## config.mk

```make
export PLATFORM = sky130hd
export DESIGN_NAME = atocr_regs
export DESIGN_NICKNAME = d
export VERILOG_FILES = /design/src/inc/atocr_pkg.sv /design/src/verilog/atocr_clock_map.sv /design/src/verilog/atocr_pattern_gen.sv /design/src/verilog/atocr_regs.sv
export VERILOG_INCLUDE_DIRS = /design/src /design/src/inc
export SDC_FILE = /design/constraint.sdc
export NUM_CORES = 1
export LEC_CHECK = 0
export BUFFER_PORTS_ARGS = -buffer_cell sky130_fd_sc_hd__buf_2
export CORE_AREA = 3 3 234 236
export CTS_BUF_LIST = sky130_fd_sc_hd__clkbuf_8
export DETAILED_ROUTE_END_ITERATION = 10
export DIE_AREA = 0 0 237 239
export GPL_TIMING_DRIVEN = 0
export SLEW_MARGIN = 20
export SYNTH_ARGS = -nofsm -noshare
export SYNTH_HDL_FRONTEND = slang
export SYNTH_SLANG_ARGS = --single-unit
export TNS_END_PERCENT = 20
```

## constraint.sdc

```tcl
create_clock -name sys_clk -period 11.3 [get_ports sys_clk]
set_input_delay 1.695 -clock sys_clk [delete_from_list [all_inputs] [get_ports sys_clk]]
set_output_delay 1.695 -clock sys_clk [all_outputs]
set_load 0.01 [all_outputs]
```

## src/inc/atocr_defines.svh

```systemverilog
// register offsets, field positions, reset values and timing figures
// assumes byte-wide registers behind a 13-bit serial port address
`ifndef ATOCR_DEFINES_SVH
`define ATOCR_DEFINES_SVH
`define ATOCR_ADDR_TEST   13'h000d
`define ATOCR_ADDR_BIST   13'h000e
`define ATOCR_ADDR_OFFS   13'h0010
`define ATOCR_ADDR_OMODE  13'h0014
`define ATOCR_ADDR_DRIVE  13'h0015
`define ATOCR_ADDR_PHASE  13'h0016
`define ATOCR_ADDR_DELAY  13'h0017
`define ATOCR_ADDR_SPAN   13'h0018
`define ATOCR_ADDR_USER1L 13'h0019
`define ATOCR_RST_TEST    8'h00
`define ATOCR_RST_BIST    8'h00
`define ATOCR_RST_OFFS    8'h00
`define ATOCR_RST_OMODE   8'h05
`define ATOCR_RST_DRIVE   8'h01
`define ATOCR_RST_PHASE   8'h00
`define ATOCR_RST_DELAY   8'h00
`define ATOCR_RST_SPAN    8'h00
`define ATOCR_RST_USER1L  8'h00
`define ATOCR_MSK_TEST    8'hbf
`define ATOCR_MSK_BIST    8'h05
`define ATOCR_MSK_OFFS    8'h3f
`define ATOCR_MSK_OMODE   8'h17
`define ATOCR_MSK_DRIVE   8'h0f
`define ATOCR_MSK_PHASE   8'h80
`define ATOCR_MSK_DELAY   8'h9f
`define ATOCR_MSK_SPAN    8'h1f
`define ATOCR_BIT_SINGLE  7
`define ATOCR_BIT_PNLONG  5
`define ATOCR_BIT_PNSHORT 4
`define ATOCR_BIT_BISTEN  0
`define ATOCR_BIT_BISTRST 2
`define ATOCR_BIT_OEB     4
`define ATOCR_BIT_INVERT  2
`define ATOCR_BIT_CLKINV  7
`define ATOCR_BIT_DLYEN   7
`define ATOCR_DLY_FULL_PS 3100
`define ATOCR_DLY_DIV     31
`define ATOCR_DLY_BASE_PS 100
`define ATOCR_SPAN_NOM_MV 1750
`define ATOCR_SPAN_P1_MV  1772
`define ATOCR_SPAN_P15_MV 2087
`define ATOCR_SPAN_M1_MV  1727
`define ATOCR_SPAN_M16_MV 1383
`endif

```

## src/inc/atocr_pkg.sv

```systemverilog
// types shared by the configuration block
// assumes nothing beyond the defines header
package atocr_pkg;
    typedef enum logic [1:0] {
        ATOCR_IDLE  = 2'b00,
        ATOCR_INSTR = 2'b01,
        ATOCR_DATA  = 2'b11
    } atocr_port_state_type;
    typedef enum logic [3:0] {
        ATOCR_TM_OFF  = 4'h0, ATOCR_TM_MID  = 4'h1,
        ATOCR_TM_PFS  = 4'h2, ATOCR_TM_NFS  = 4'h3,
        ATOCR_TM_CHK  = 4'h4, ATOCR_TM_PNL  = 4'h5,
        ATOCR_TM_PNS  = 4'h6, ATOCR_TM_TOG  = 4'h7,
        ATOCR_TM_USER = 4'h8
    } atocr_test_mode_type;
    typedef enum logic [1:0] {
        ATOCR_FMT_OFFS = 2'b00, ATOCR_FMT_TWOS = 2'b01,
        ATOCR_FMT_GRAY = 2'b10
    } atocr_format_type;
endpackage : atocr_pkg

```

## src/verilog/atocr_clock_map.sv

```systemverilog
// output clock delay and full-scale span decoding
// assumes register values held stable by the register bank
`timescale 1ns/1ps
`include "atocr_defines.svh"
module atocr_clock_map (
    input  wire logic        sys_clk,
    input  wire logic        rst_b,
    input  wire logic [7:0]  delayReg,
    input  wire logic [4:0]  spanReg,
    output logic             dlyEn,
    output logic      [11:0] dlyPs,
    output logic      [11:0] spanMv
);
    logic        dlyEn_reg,  dlyEn_next;
    logic [11:0] dlyPs_reg,  dlyPs_next;
    logic [11:0] spanMv_reg, spanMv_next;
    int          code;
    int          mv;

    always_comb begin
        code = int'(delayReg[4:0]);
        mv   = 0;
        dlyEn_next = delayReg[`ATOCR_BIT_DLYEN];
        // code 0 is 100 ps, each step about 100 ps
        dlyPs_next = 12'((`ATOCR_DLY_FULL_PS * code) / `ATOCR_DLY_DIV
                         + `ATOCR_DLY_BASE_PS);
        if (spanReg == 5'h00) begin
            mv = `ATOCR_SPAN_NOM_MV;
        end else if (!spanReg[4]) begin
            mv = `ATOCR_SPAN_P1_MV + ((int'(spanReg) - 1)
                 * (`ATOCR_SPAN_P15_MV - `ATOCR_SPAN_P1_MV)) / 14;
        end else begin
            mv = `ATOCR_SPAN_M1_MV - ((31 - int'(spanReg))
                 * (`ATOCR_SPAN_M1_MV - `ATOCR_SPAN_M16_MV)) / 15;
        end
        spanMv_next = 12'(mv);
    end

    always_ff @(posedge sys_clk or negedge rst_b) begin
        if (!rst_b) begin
            dlyEn_reg  <= 1'b0;
            dlyPs_reg  <= 12'h064;
            spanMv_reg <= 12'h6d6;
        end else begin
            dlyEn_reg  <= dlyEn_next;
            dlyPs_reg  <= dlyPs_next;
            spanMv_reg <= spanMv_next;
        end
    end

    assign dlyEn  = dlyEn_reg;
    assign dlyPs  = dlyPs_reg;
    assign spanMv = spanMv_reg;

    delay_formula_a: assert property (@(posedge sys_clk) disable iff (!rst_b)
        delayReg[7] |=> dlyPs == 12'($past(delayReg[4:0]) * 100 + 100)
                        && dlyEn) else $error("clock delay wrong");
    delay_low_codes_a: assert property (@(posedge sys_clk)
        disable iff (!rst_b)
        (delayReg[4:0] == 5'h00) ##1 (delayReg[4:0] == 5'h01)
        |=> $past(dlyPs) == 12'd100 && dlyPs == 12'd200)
        else $error("delay code 0 or 1 wrong");
    span_wide_a: assert property (@(posedge sys_clk) disable iff (!rst_b)
        (spanReg == 5'h0f |=> spanMv == 12'd2087) and
        (spanReg == 5'h01 |=> spanMv == 12'd1772))
        else $error("wide span wrong");
    span_narrow_a: assert property (@(posedge sys_clk) disable iff (!rst_b)
        (spanReg == 5'h00 |=> spanMv == 12'd1750) and
        (spanReg == 5'h1f |=> spanMv == 12'd1727) and
        (spanReg == 5'h10 |=> spanMv == 12'd1383))
        else $error("nominal or narrow span wrong");
endmodule : atocr_clock_map

```

## src/verilog/atocr_pattern_gen.sv

```systemverilog
// test pattern generator and output data formatting
// assumes converter words arrive in offset binary every clock
`timescale 1ns/1ps
`include "atocr_defines.svh"
module atocr_pattern_gen (
    input  wire logic        sys_clk,
    input  wire logic        rst_b,
    input  wire logic [13:0] convData,
    input  wire logic [7:0]  testReg,
    input  wire logic        testRestart,
    input  wire logic [7:0]  userLow,
    input  wire logic [5:0]  offsTrim,
    input  wire logic [7:0]  outMode,
    output logic      [13:0] dataOut,
    output logic             dataEn
);
    logic [13:0] data_reg,  data_next;
    logic        en_reg,    en_next;
    logic [22:0] pnl_reg,   pnl_next;
    logic [8:0]  pns_reg,   pns_next;
    logic        tog_reg,   tog_next;
    logic        shot_reg,  shot_next;
    logic [14:0] trimmed;
    logic [13:0] word;
    logic [13:0] fmt;
    atocr_pkg::atocr_test_mode_type mode;

    always_comb begin
        mode     = atocr_pkg::atocr_test_mode_type'(testReg[3:0]);
        tog_next = ~tog_reg;
        pnl_next = testReg[`ATOCR_BIT_PNLONG] ? 23'h7fffff
                 : {pnl_reg[21:0], pnl_reg[22] ^ pnl_reg[17]};
        pns_next = testReg[`ATOCR_BIT_PNSHORT] ? 9'h1ff
                 : {pns_reg[7:0], pns_reg[8] ^ pns_reg[4]};
        shot_next = 1'b0;
        trimmed = 15'({1'b0, convData}) + 15'({{9{offsTrim[5]}}, offsTrim});
        if (offsTrim[5] && trimmed[14]) begin
            word = 14'h0000;
        end else if (!offsTrim[5] && trimmed[14]) begin
            word = 14'h3fff;
        end else begin
            word = trimmed[13:0];
        end
        unique case (mode)
            atocr_pkg::ATOCR_TM_OFF:  ;
            atocr_pkg::ATOCR_TM_MID:  word = 14'h2000;
            atocr_pkg::ATOCR_TM_PFS:  word = 14'h3fff;
            atocr_pkg::ATOCR_TM_NFS:  word = 14'h0000;
            atocr_pkg::ATOCR_TM_CHK:  word = tog_reg ? 14'h2aaa : 14'h1555;
            atocr_pkg::ATOCR_TM_PNL:  word = pnl_reg[13:0];
            atocr_pkg::ATOCR_TM_PNS:  word = {pns_reg, pns_reg[8:4]};
            atocr_pkg::ATOCR_TM_TOG:  word = tog_reg ? 14'h3fff : 14'h0000;
            atocr_pkg::ATOCR_TM_USER: begin
                // single shot sends once then zeros, else repeats
                word = (shot_reg && !testRestart) ? 14'h0000
                     : {6'h00, userLow};
                shot_next = testReg[`ATOCR_BIT_SINGLE];
            end
            default:                  word = 14'h0000;
        endcase
        unique case (outMode[1:0])
            atocr_pkg::ATOCR_FMT_TWOS: fmt = {~word[13], word[12:0]};
            atocr_pkg::ATOCR_FMT_GRAY: fmt = word ^ {1'b0, word[13:1]};
            default:                   fmt = word;
        endcase
        data_next = outMode[`ATOCR_BIT_INVERT] ? fmt : ~fmt;
        en_next   = ~outMode[`ATOCR_BIT_OEB];
    end

    always_ff @(posedge sys_clk or negedge rst_b) begin
        if (!rst_b) begin
            data_reg <= 14'h0000;
            en_reg   <= 1'b0;
            pnl_reg  <= 23'h7fffff;
            pns_reg  <= 9'h1ff;
            tog_reg  <= 1'b0;
            shot_reg <= 1'b0;
        end else begin
            data_reg <= data_next;
            en_reg   <= en_next;
            pnl_reg  <= pnl_next;
            pns_reg  <= pns_next;
            tog_reg  <= tog_next;
            shot_reg <= shot_next;
        end
    end

    assign dataOut = data_reg;
    assign dataEn  = en_reg;

    single_shot_a: assert property (@(posedge sys_clk) disable iff (!rst_b)
        (testReg[3:0] == 4'h8 && testReg[7] && !testRestart) ##1
        (testReg[3:0] == 4'h8 && !testRestart && outMode == 8'h04)
        |=> dataOut == 14'h0000) else $error("single shot repeats");
    invert_data_a: assert property (@(posedge sys_clk) disable iff (!rst_b)
        (testReg[3:0] == 4'h2 && outMode[2:0] == 3'b000)
        |=> dataOut == 14'h0000) else $error("data not inverted");
    test_on_pins_a: assert property (@(posedge sys_clk) disable iff (!rst_b)
        (testReg[3:0] == 4'h1 && outMode[2:0] == 3'b100)
        |=> dataOut == 14'h2000) else $error("test word missing");
    conv_return_a: assert property (@(posedge sys_clk) disable iff (!rst_b)
        (testReg[3:0] == 4'h0 && outMode[2:0] == 3'b100 && offsTrim == 6'h00)
        |=> dataOut == $past(convData))
        else $error("no conversion data");
endmodule : atocr_pattern_gen

```

## src/verilog/atocr_regs.sv

```systemverilog
// test, output and clock configuration registers on a three-wire port
// assumes port pins already synchronous to sys_clk, host idles clock low
`timescale 1ns/1ps
`include "atocr_defines.svh"
module atocr_regs (
    input  wire logic        sys_clk,
    input  wire logic        rst_b,
    input  wire logic        spiClk,
    input  wire logic        spiCsB,
    input  wire logic        sdioIn,
    output logic             sdioOut,
    output logic             sdioOe,
    input  wire logic [13:0] convData,
    output logic      [13:0] dataOut,
    output logic             dataEn,
    output logic             outClkInvert,
    output logic             outClkDelayEn,
    output logic      [11:0] outClkDelayPs,
    output logic      [11:0] spanMv,
    output logic      [3:0]  driveAdjust,
    output logic             bistEnable,
    output logic             bistRestart
);

    atocr_pkg::atocr_port_state_type state_reg, state_next;
    logic        sclkPrev_reg, sclkPrev_next;
    logic [3:0]  bitCnt_reg,   bitCnt_next;
    logic [15:0] inShift_reg,  inShift_next;
    logic        isRead_reg,   isRead_next;
    logic [12:0] addr_reg,     addr_next;
    logic [7:0]  rdShift_reg,  rdShift_next;
    logic [2:0]  rdCnt_reg,    rdCnt_next;
    logic        sdo_reg,      sdo_next;
    logic        sdoOe_reg,    sdoOe_next;

    logic        sclkRise;
    logic        sclkFall;
    logic        wrEn;
    logic [12:0] wrAddr;
    logic [7:0]  wrData;

    logic [7:0]  test_reg,   test_next;
    logic [7:0]  bist_reg,   bist_next;
    logic [7:0]  offs_reg,   offs_next;
    logic [7:0]  omode_reg,  omode_next;
    logic [7:0]  drive_reg,  drive_next;
    logic [7:0]  phase_reg,  phase_next;
    logic [7:0]  delay_reg,  delay_next;
    logic [7:0]  span_reg,   span_next;
    logic [7:0]  user_reg,   user_next;
    logic        restart_reg, restart_next;

    function automatic logic [7:0] readMux(input logic [12:0] a);
        logic [7:0] v;
        v = 8'h00;
        unique case (a)
            `ATOCR_ADDR_TEST:   v = test_reg;
            `ATOCR_ADDR_BIST:   v = bist_reg;
            `ATOCR_ADDR_OFFS:   v = offs_reg;
            `ATOCR_ADDR_OMODE:  v = omode_reg;
            `ATOCR_ADDR_DRIVE:  v = drive_reg;
            `ATOCR_ADDR_PHASE:  v = phase_reg;
            `ATOCR_ADDR_DELAY:  v = delay_reg;
            `ATOCR_ADDR_SPAN:   v = span_reg;
            `ATOCR_ADDR_USER1L: v = user_reg;
            default:            v = 8'h00;
        endcase
        return v;
    endfunction : readMux

    // serial port: 16-bit instruction, then bytes until select rises
    always_comb begin
        sclkPrev_next = spiClk;
        sclkRise      = spiClk & ~sclkPrev_reg;
        sclkFall      = ~spiClk & sclkPrev_reg;
        state_next    = state_reg;
        bitCnt_next   = bitCnt_reg;
        inShift_next  = inShift_reg;
        isRead_next   = isRead_reg;
        addr_next     = addr_reg;
        rdShift_next  = rdShift_reg;
        rdCnt_next    = rdCnt_reg;
        sdo_next      = sdo_reg;
        sdoOe_next    = sdoOe_reg;
        wrEn          = 1'b0;
        wrAddr        = addr_reg;
        wrData        = {inShift_reg[6:0], sdioIn};
        unique case (state_reg)
            atocr_pkg::ATOCR_IDLE: begin
                bitCnt_next = 4'h0;
                sdoOe_next  = 1'b0;
                if (!spiCsB) begin
                    state_next = atocr_pkg::ATOCR_INSTR;
                end
            end
            atocr_pkg::ATOCR_INSTR: begin
                if (sclkRise) begin
                    inShift_next = {inShift_reg[14:0], sdioIn};
                    bitCnt_next  = bitCnt_reg + 4'h1;
                    if (bitCnt_reg == 4'hf) begin
                        isRead_next  = inShift_reg[14];
                        addr_next    = {inShift_reg[11:0], sdioIn};
                        rdShift_next = readMux({inShift_reg[11:0], sdioIn});
                        rdCnt_next   = 3'h0;
                        bitCnt_next  = 4'h0;
                        state_next   = atocr_pkg::ATOCR_DATA;
                    end
                end
            end
            atocr_pkg::ATOCR_DATA: begin
                if (isRead_reg && sclkFall) begin
                    sdoOe_next   = 1'b1;
                    sdo_next     = rdShift_reg[7];
                    rdShift_next = {rdShift_reg[6:0], 1'b0};
                    rdCnt_next   = rdCnt_reg + 3'h1;
                    if (rdCnt_reg == 3'h7) begin
                        addr_next    = addr_reg + 13'h0001;
                        rdShift_next = readMux(addr_reg + 13'h0001);
                    end
                end
                if (!isRead_reg && sclkRise) begin
                    inShift_next = {inShift_reg[14:0], sdioIn};
                    bitCnt_next  = bitCnt_reg + 4'h1;
                    if (bitCnt_reg == 4'h7) begin
                        wrEn        = 1'b1;
                        addr_next   = addr_reg + 13'h0001;
                        bitCnt_next = 4'h0;
                    end
                end
            end
            default: begin
                state_next = atocr_pkg::ATOCR_IDLE;
            end
        endcase
        if (spiCsB) begin
            state_next = atocr_pkg::ATOCR_IDLE;
            sdoOe_next = 1'b0;
        end
    end

    always_ff @(posedge sys_clk or negedge rst_b) begin
        if (!rst_b) begin
            state_reg    <= atocr_pkg::ATOCR_IDLE;
            sclkPrev_reg <= 1'b0;
            bitCnt_reg   <= 4'h0;
            inShift_reg  <= 16'h0000;
            isRead_reg   <= 1'b0;
            addr_reg     <= 13'h0000;
            rdShift_reg  <= 8'h00;
            rdCnt_reg    <= 3'h0;
            sdo_reg      <= 1'b0;
            sdoOe_reg    <= 1'b0;
        end else begin
            state_reg    <= state_next;
            sclkPrev_reg <= sclkPrev_next;
            bitCnt_reg   <= bitCnt_next;
            inShift_reg  <= inShift_next;
            isRead_reg   <= isRead_next;
            addr_reg     <= addr_next;
            rdShift_reg  <= rdShift_next;
            rdCnt_reg    <= rdCnt_next;
            sdo_reg      <= sdo_next;
            sdoOe_reg    <= sdoOe_next;
        end
    end

    // register bank; open bits are masked and read as zero
    always_comb begin
        test_next    = test_reg;
        bist_next    = bist_reg;
        offs_next    = offs_reg;
        omode_next   = omode_reg;
        drive_next   = drive_reg;
        phase_next   = phase_reg;
        delay_next   = delay_reg;
        span_next    = span_reg;
        user_next    = user_reg;
        restart_next = 1'b0;
        if (wrEn) begin
            unique case (wrAddr)
                `ATOCR_ADDR_TEST: begin
                    test_next    = wrData & `ATOCR_MSK_TEST;
                    restart_next = 1'b1;
                end
                `ATOCR_ADDR_BIST:   bist_next  = wrData & `ATOCR_MSK_BIST;
                `ATOCR_ADDR_OFFS:   offs_next  = wrData & `ATOCR_MSK_OFFS;
                `ATOCR_ADDR_OMODE:  omode_next = wrData & `ATOCR_MSK_OMODE;
                `ATOCR_ADDR_DRIVE:  drive_next = wrData & `ATOCR_MSK_DRIVE;
                `ATOCR_ADDR_PHASE:  phase_next = wrData & `ATOCR_MSK_PHASE;
                `ATOCR_ADDR_DELAY:  delay_next = wrData & `ATOCR_MSK_DELAY;
                `ATOCR_ADDR_SPAN:   span_next  = wrData & `ATOCR_MSK_SPAN;
                `ATOCR_ADDR_USER1L: user_next  = wrData;
                default:            ;
            endcase
        end
    end

    always_ff @(posedge sys_clk or negedge rst_b) begin
        if (!rst_b) begin
            test_reg    <= `ATOCR_RST_TEST;
            bist_reg    <= `ATOCR_RST_BIST;
            offs_reg    <= `ATOCR_RST_OFFS;
            omode_reg   <= `ATOCR_RST_OMODE;
            drive_reg   <= `ATOCR_RST_DRIVE;
            phase_reg   <= `ATOCR_RST_PHASE;
            delay_reg   <= `ATOCR_RST_DELAY;
            span_reg    <= `ATOCR_RST_SPAN;
            user_reg    <= `ATOCR_RST_USER1L;
            restart_reg <= 1'b0;
        end else begin
            test_reg    <= test_next;
            bist_reg    <= bist_next;
            offs_reg    <= offs_next;
            omode_reg   <= omode_next;
            drive_reg   <= drive_next;
            phase_reg   <= phase_next;
            delay_reg   <= delay_next;
            span_reg    <= span_next;
            user_reg    <= user_next;
            restart_reg <= restart_next;
        end
    end

    atocr_pattern_gen u_pattern (
        .sys_clk     (sys_clk),
        .rst_b       (rst_b),
        .convData    (convData),
        .testReg     (test_reg),
        .testRestart (restart_reg),
        .userLow     (user_reg),
        .offsTrim    (offs_reg[5:0]),
        .outMode     (omode_reg),
        .dataOut     (dataOut),
        .dataEn      (dataEn)
    );

    atocr_clock_map u_clock_map (
        .sys_clk  (sys_clk),
        .rst_b    (rst_b),
        .delayReg (delay_reg),
        .spanReg  (span_reg[4:0]),
        .dlyEn    (outClkDelayEn),
        .dlyPs    (outClkDelayPs),
        .spanMv   (spanMv)
    );

    assign sdioOut      = sdo_reg;
    assign sdioOe       = sdoOe_reg;
    assign outClkInvert = phase_reg[`ATOCR_BIT_CLKINV];
    assign driveAdjust  = drive_reg[3:0];
    assign bistEnable   = bist_reg[`ATOCR_BIT_BISTEN];
    assign bistRestart  = bist_reg[`ATOCR_BIT_BISTRST];

    test_write_a: assert property (@(posedge sys_clk)
        disable iff (!rst_b)
        (wrEn && wrAddr == `ATOCR_ADDR_TEST)
        |=> (test_reg == ($past(wrData) & `ATOCR_MSK_TEST) && restart_reg)
        ##1 !restart_reg)
        else $error("test register write lost");

    test_stands_a: assert property (@(posedge sys_clk)
        disable iff (!rst_b)
        !(wrEn && wrAddr == `ATOCR_ADDR_TEST)
        |=> $stable(test_reg))
        else $error("test mode moved");

    omode_stands_a: assert property (@(posedge sys_clk)
        disable iff (!rst_b)
        !(wrEn && wrAddr == `ATOCR_ADDR_OMODE)
        |=> $stable(omode_reg))
        else $error("output mode moved");

    span_stands_a: assert property (@(posedge sys_clk)
        disable iff (!rst_b)
        !(wrEn && wrAddr == `ATOCR_ADDR_SPAN)
        |=> $stable(span_reg))
        else $error("span code moved");

    select_release_a: assert property (@(posedge sys_clk)
        disable iff (!rst_b)
        spiCsB
        |=> !sdioOe
            && state_reg == atocr_pkg::ATOCR_IDLE)
        else $error("port not released");

    read_bit_a: assert property (@(posedge sys_clk)
        disable iff (!rst_b)
        sclkFall && isRead_reg && !spiCsB
        && state_reg == atocr_pkg::ATOCR_DATA
        |=> sdioOe && sdioOut == $past(rdShift_reg[7]))
        else $error("read bit not driven");
endmodule : atocr_regs

```

==> flow_metrics.env, run 1 <==
export IMPL_outcome="finished clean"
export IMPL_die_w_um=237
export IMPL_drc_errors=0
export IMPL_syn_area_per_cell_um2=8.358
export IMPL_grt_max_degree=89
export IMPL_end_kind="register"
export IMPL_drive_gt1_share_pct=23.01
export IMPL_nets=2464
export IMPL_num_vias=17436
export IMPL_clockBufferDepth=2
export IMPL_max_slew_margin_pct=36.13
export IMPL_hpwlAfterDp_um=39630
export IMPL_tightestPinTransition_ns=0.9499
export IMPL_start_util_pct=33.91
export IMPL_grt_overflow_total=0
export IMPL_largest_reg_flops=23
export IMPL_ys_seq_area_share_pct=23.72
export IMPL_ys_top_cells_by_area="dfrtp_1, ha_1, dfstp_2"
export IMPL_arrival_ns=11.55
export IMPL_antenna_found_initial=2
export IMPL_pwr_share_comb_pct=10.7
export IMPL_switching_share_pct=29.02
export IMPL_cts_made_buffers=17
export IMPL_tritoncts="built"
export IMPL_cp_num_cells=47
export IMPL_crit_required_ns=11.73
export IMPL_ys_ff_latch=167
export IMPL_port_buffers=67
export IMPL_htreeDepth=4
export IMPL_cts_clk_slew_worst_paths_ns=0.10
export IMPL_netlist_area_leader_share_pct=17.10
export IMPL_maxCapViolations=0
export IMPL_antenna_left=0
export IMPL_r2r_setup_slack_ns=0.18
export IMPL_die_h_um=239
export IMPL_fin_crit_sh_pct=98.40
export IMPL_rsz0062_at_grt="true"
export IMPL_route_final_wire_length_um=52990
export IMPL_cp_num_buf_inv=7
export IMPL_via_per_inst=5.808
export IMPL_irDropWorstVdd_v=0.0001090
export IMPL_dr_first_iter_drc_count=1497
export IMPL_postLayoutCoreUtil_pct=39.77
export IMPL_clkPwrFrac_pct=38.0
export IMPL_clk_latency_ns=0.55
export IMPL_p_switching_w=0.0003640
export IMPL_rr_endpoint="u_clock_map.spanMv[11]$_DFF_PN0_"
export IMPL_drt_pass1_iter_count=6
export IMPL_syn2layout_area_growth_pct=17.29
export IMPL_wire_per_inst_um=17.65
export IMPL_place_congestion=0.8956
export IMPL_period_needed_ns=11.12
export IMPL_hold_viol=0
export IMPL_post_synth_top_count_cell="nand2_1"
export IMPL_ys_async_sr_fraction_pct=100.0
export IMPL_hold_buffers=0
export IMPL_cp_start_kind="register"
export IMPL_fin_skew_ns=0.01819
export IMPL_core_area_um2=52660
export IMPL_synth_nets=2300
export IMPL_grt_first_pass_wirelength_um=84660
export IMPL_crit_path_frequent_cell="ha_4"
export IMPL_min_path_type="register to register"
export IMPL_synth_common_cells="nand2_1, nor2_1, a21oi_1, ha_1, dfrtp_1"
export IMPL_synth_ff_type="dfrtp_1"
export IMPL_worst_path_max_fanout=8
export IMPL_syn_inst=2136
export IMPL_dieArea_um2=56640
export IMPL_endpoint="u_clock_map.spanMv[11]$_DFF_PN0_"
export IMPL_power_w=0.001254
export IMPL_leakage_nw=8.934
export IMPL_grt_pass1_vias=16394
export IMPL_p_seq_share_pct=51.3
export IMPL_final_cells=3002
export IMPL_place_inst=2893
export IMPL_worstReg2RegStart="span_reg[0]$_DFFE_PN0P_"
export IMPL_root_buffer="clkbuf_8"
export IMPL_rows=84
export IMPL_grt_util_all_layers_pct=18.02
export IMPL_cp_startpoint="span_reg[0]$_DFFE_PN0P_"
export IMPL_cpMaxStageDelayCell="fa_1"
export IMPL_io_pins=68
export IMPL_clock_sinks=167
export IMPL_synth_edf_count=0
export IMPL_cellInternalPower_w=0.0008902
export IMPL_max_freq_ghz=0.08993
export IMPL_slew_violations=0
export IMPL_max_stage_delay_ns=0.58
export IMPL_p_per_area_nw_per_um2=59.90
export IMPL_setup_tns_ns=0
export IMPL_fillers=5263
export IMPL_yosysTopAreaCell="dfrtp_1"
export IMPL_reg2reg_depth=47
export IMPL_worst_setup_path_type="register to register"
export IMPL_setup_violations=0
export IMPL_ys_warn_count=0
export IMPL_syn_cell_area_um2=17850
export IMPL_crit_family="compound AO/OA/AOI/OAI gates"
export IMPL_yosysUniqueCellTypes=113
metrics by stage:
step	hold WS (ns)	setup slack [ns]	area, um2
2_1_floorplan	0.3849	0.04573	17880
3_3_place_gp	0.4496	-1.746	19080
3_5_place_dp	0.4544	-1.973	19130
4_1_cts	0.4839	0.004495	20280
5_1_grt	0.5001	-0.4049	20940
6_report	0.4735	0.1808	20940
worst min path at each step:
stage | startpoint | to | slack [ns] | cells after the start
floorplan | delay_reg[7]$_DFFE_PN0P_ | u_clock_map.dlyEn$_DFF_PN0_ | 0.38 | 0
global placement | delay_reg[7]$_DFFE_PN0P_ | u_clock_map.dlyEn$_DFF_PN0_ | 0.45 | 0
detailed placement | delay_reg[7]$_DFFE_PN0P_ | u_clock_map.dlyEn$_DFF_PN0_ | 0.45 | 0
CTS | delay_reg[7]$_DFFE_PN0P_ | u_clock_map.dlyEn$_DFF_PN0_ | 0.48 | 0
global route | delay_reg[7]$_DFFE_PN0P_ | u_clock_map.dlyEn$_DFF_PN0_ | 0.50 | 0
finish | delay_reg[7]$_DFFE_PN0P_ | u_clock_map.dlyEn$_DFF_PN0_ | 0.47 | 0
power by group through the flow:
stage	Sequential (W)	Combinational [W]	Clock [W]
floorplan	0.000646	0.0000785	0
global placement	0.000654	0.000129	0
detailed placement	0.000655	0.000134	0
CTS	0.000644	0.000134	0.000494
global route	0.000647	0.000149	0.000517
finish	0.000644	0.000134	0.000476
metal layers:
metal  wire length [um]  global-route usage, %  vias up
met5                  0                      0        -
met4               1182                  5.534        0
met3               2363                  2.515       76
met2              25000                  29.61      459
met1              24450                  24.57     8523
li1                   -                      -     8378
area by class of cell:
type / instances / area (um2) / area share [%]
multi-input cells: 1790 / 13650 / 65.21
repair buffers: 148 / 985.9 / 4.708
plain buffers: 88 / 420.4 / 2.008
flip-flops and latches: 167 / 4239 / 20.24
clock inverters: 14 / 190.2 / 0.9082
clock buffers: 17 / 234.0 / 1.117
diodes: 2 / 5.005 / 0.02390
well taps: 688 / 860.8 / 4.111
inverters: 88 / 350.3 / 1.673
logic make-up after synthesis:
group                      Yosys count  share of synthesized area [%]
buffers and inverters              179                          4.114
DFF                                167                          23.72
AOI/OAI and AO/OA                  661                          26.72
adders and majority gates          151                          11.22
xor gates and xnor gates           131                          6.427
and+or+nand+nor                    745                          21.56
muxes                              102                          6.237
repair_timing:
action | in CTS | in global routing
resized for setup | 86 | 82
setup endpoints to repair | 12 | 14
pin swaps | 33 | 52
buffers inserted | 41 | 40
cells in the final DEF, fill, tap and decap left out, drive strengths merged, types with 14 or more instances in the layout:
| master | synthesis | routed |
|---|---|---|
| buf | 33 | 178 |
| nand2 | 164 | 164 |
| nor2 | 161 | 161 |
| a21oi | 148 | 148 |
| ha | 128 | 128 |
| dfrtp | 122 | 122 |
| o21ai | 121 | 121 |
| inv | 87 | 89 |
| nand3 | 80 | 80 |
| xnor2 | 77 | 77 |
| clkbuf | 58 | 75 |
| mux2 | 68 | 68 |
| nor3 | 66 | 66 |
| xor2 | 54 | 54 |
| dfstp | 45 | 45 |
| or2 | 44 | 44 |
| and3 | 38 | 38 |
| and2 | 38 | 38 |
| mux2i | 34 | 34 |
| nand2b | 29 | 29 |
| a31oi | 29 | 29 |
| a21o | 27 | 27 |
| o211ai | 27 | 27 |
| a211oi | 25 | 25 |
| nand4 | 23 | 23 |
| a22oi | 23 | 23 |
| a221oi | 21 | 21 |
| o31ai | 20 | 20 |
| nor4 | 19 | 19 |
| o22ai | 18 | 18 |
| fa | 17 | 17 |
| o21a | 15 | 15 |
| or3 | 14 | 14 |
| a211o | 14 | 14 |
(Power assumes the default switching activity.)
==> run 2, diff against run 1 <==
CORE_AREA = 3 3 240 242   (was 3 3 234 236)
CTS_CLUSTER_SIZE = 20   (was not set)
DIE_AREA = 0 0 243 245   (was 0 0 237 239)
SYNTH_HIERARCHICAL = 1   (was not set)
==> run 2 against run 1 <==
Net effect: register-to-register slack better by 0.17 ns; fmax rose by 1.6%; worst hold slack worse by 0.043 ns; final cell count up 4.6%; clock-buffer cell count unchanged; critical path depth down 3; sequential power decreased by 1%; global-route usage grew 0.57 points; combinational power is 60% higher; critical path type unchanged; highest routed layer is now met5.
==> flow_metrics.env, run 2 <==
export IMPL_irDropWorstVdd_v=0.00009626
export IMPL_hpwlAfterDp_um=43340
export IMPL_route_final_wire_length_um=57190
export IMPL_cp_start_kind="register"
export IMPL_antenna_found_initial=1
export IMPL_whs_ns=0.4310
export IMPL_dr_first_iter_drc_count=1504
export IMPL_drc_errors=0
export IMPL_core_area_um2=55310
export IMPL_arrival_ns=11.42
export IMPL_start_util_pct=34.14
export IMPL_globalRouteMet2Util_pct=30.05
export IMPL_grt_overflow_total=0
export IMPL_htreeDepth=4
export IMPL_antenna_left=0
export IMPL_io_pins=68
export IMPL_largest_reg_flops=23
export IMPL_fin_crit_sh_pct=96.86
export IMPL_tritoncts="built"
export IMPL_nets=2542
export IMPL_grt_pass1_vias=17427
export IMPL_drive_gt1_share_pct=19.85
export IMPL_port_buffers=66
export IMPL_setup_violations=0
export IMPL_period_needed_ns=10.95
export IMPL_grt_util_all_layers_pct=18.59
export IMPL_maxCapViolations=0
export IMPL_fin_area_um2=21410
export IMPL_root_buffer="clkbuf_8"
export IMPL_final_common_cell="nand2_1"
export IMPL_p_per_area_nw_per_um2=62.16
export IMPL_met3_usage_pct=2.873
export IMPL_worstHoldPathCells=0
export IMPL_syn2layout_area_growth_pct=13.38
export IMPL_outcome="finished clean"
export IMPL_syn_area_per_cell_um2=8.378
export IMPL_hold_buffers=0
export IMPL_rr_endpoint="u_clock_map/spanMv[10]$_DFF_PN1_"
export IMPL_fillers=5680
export IMPL_num_vias=18569
export IMPL_final_cell_mix="nand2_1, nor2_1, ha_1"
export IMPL_max_slew_margin_pct=26.45
export IMPL_max_stage_delay_ns=0.51
export IMPL_fin_skew_ns=0.01728
export IMPL_power_w=0.001331
export IMPL_hold_viol=0
export IMPL_clockBufferDepth=2
export IMPL_via_per_inst=5.912
export IMPL_leakage_nw=8.893
export IMPL_max_freq_ghz=0.09136
export IMPL_clock_sinks=167
export IMPL_cpMaxStageDelayCell="fa_1"
export IMPL_crit_required_ns=11.77
export IMPL_worstHoldEndpoint="u_clock_map/dlyEn$_DFF_PN0_"
export IMPL_worst_setup_path_type="register to register"
export IMPL_r2r_setup_slack_ns=0.35
export IMPL_wire_per_inst_um=18.21
export IMPL_grt_busiest_layer="met2"
export IMPL_drt_pass1_iter_count=8
export IMPL_dpl_cell_area_um2=20220
export IMPL_cts_made_buffers=17
export IMPL_cts_clk_slew_worst_paths_ns=0.10
export IMPL_place_congestion=0.9189
export IMPL_die_w_um=243
export IMPL_die_h_um=245
export IMPL_grt_max_degree=61
export IMPL_hold_path_startpoint="delay_reg[7]$_DFFE_PN0P_"
export IMPL_diodes=0
export IMPL_synth_nets=2416
export IMPL_clk_latency_ns=0.56
export IMPL_end_kind="register"
export IMPL_syn_cell_area_um2=18880
export IMPL_use_met1_pct=25.63
export IMPL_slew_violations=0
export IMPL_worstReg2RegStart="span_reg[0]$_DFFE_PN0P_"
export IMPL_syn_inst=2254
export IMPL_rows=86
export IMPL_grt_first_pass_wirelength_um=91720
export IMPL_dieArea_um2=59540
export IMPL_min_path_type="register to register"
export IMPL_ys_warn_count=6
export IMPL_tightestPinTransition_ns=1.093
export IMPL_reg2reg_depth=44
export IMPL_worst_path_max_fanout=10
export IMPL_setup_tns_ns=0
==> run 2: where the power goes <==
group          switching, W  total (W)  internal [W]  leakage (nW)
sequential        0.0000198   0.000637      0.000617          2.07
clock              0.000288   0.000480      0.000192         0.219
combinational      0.000141   0.000214     0.0000736          6.61
total              0.000448    0.00133      0.000883          8.89
==> run 2: routing by layer <==
layer / share of wire, % / vias to the layer above
met5: 0.024 / -
met4: 1.9 / 2
met3: 5.3 / 75
met2: 46 / 550
met1: 46 / 9094
li1: - / 8848
==> run 2: final cells by class <==
cell class,count,area (um2),share of cell area (%)
Multi-Input combinational cell,1910,14350,67.00
Sequential cell,167,4243,19.82
Tap cell,748,935.9,4.371
Timing Repair Buffer,108,703.2,3.284
Buffer,92,426.7,1.993
Inverter,84,326.6,1.525
Clock buffer,17,234.0,1.093
Clock inverter,15,197.7,0.9233
==> run 2: metrics by stage <==
step                      setup WS (ns)  instances  util, %
after detailed placement        -0.8968       3070    36.56
after global routing            -0.2521       3141    38.71
after global placement          -0.7893       3068    36.43
after floorplan                  0.7589       2254        -
final                            0.3545       3141    38.71
after CTS                      -0.05522       3104    37.69
==> run 2: worst max path at each step <==
stage / startpoint / end / slack [ns] / cells past startpoint
after floorplan: span_reg[0]$_DFFE_PN0P_ / u_clock_map/spanMv[10]$_DFF_PN1_ / 0.76 / 42
after global placement: span_reg[0]$_DFFE_PN0P_ / u_clock_map/spanMv[10]$_DFF_PN1_ / -0.79 / 43
after detailed placement: span_reg[0]$_DFFE_PN0P_ / u_clock_map/spanMv[10]$_DFF_PN1_ / -0.90 / 43
after CTS: span_reg[0]$_DFFE_PN0P_ / u_clock_map/spanMv[10]$_DFF_PN1_ / -0.06 / 42
after global routing: span_reg[1]$_DFFE_PN0P_ / u_clock_map/spanMv[10]$_DFF_PN1_ / -0.25 / 44
final: span_reg[0]$_DFFE_PN0P_ / u_clock_map/spanMv[10]$_DFF_PN1_ / 0.35 / 44
==> run 2: what timing repair did <==
action / 4_1_cts / 5_1_grt
setup buffers: 3 / 36
resized for setup: 33 / 58
gates cloned: 0 / 1
endpoints found under the setup margin: 11 / 11
pin swaps: 3 / 29
==> run 2: critical path, delay by kind of cell (launching register included) <==
| family | cells | cell delay, ns |
|---|---|---|
| xor gates and xnor gates | 3 | 0.41 |
| and+or+nand+nor | 11 | 2.50 |
| AOI/OAI and AO/OA | 13 | 3.47 |
| adders and majority gates | 8 | 2.71 |
| buffers and inverters | 9 | 1.34 |
| DFF | 1 | 0.42 |
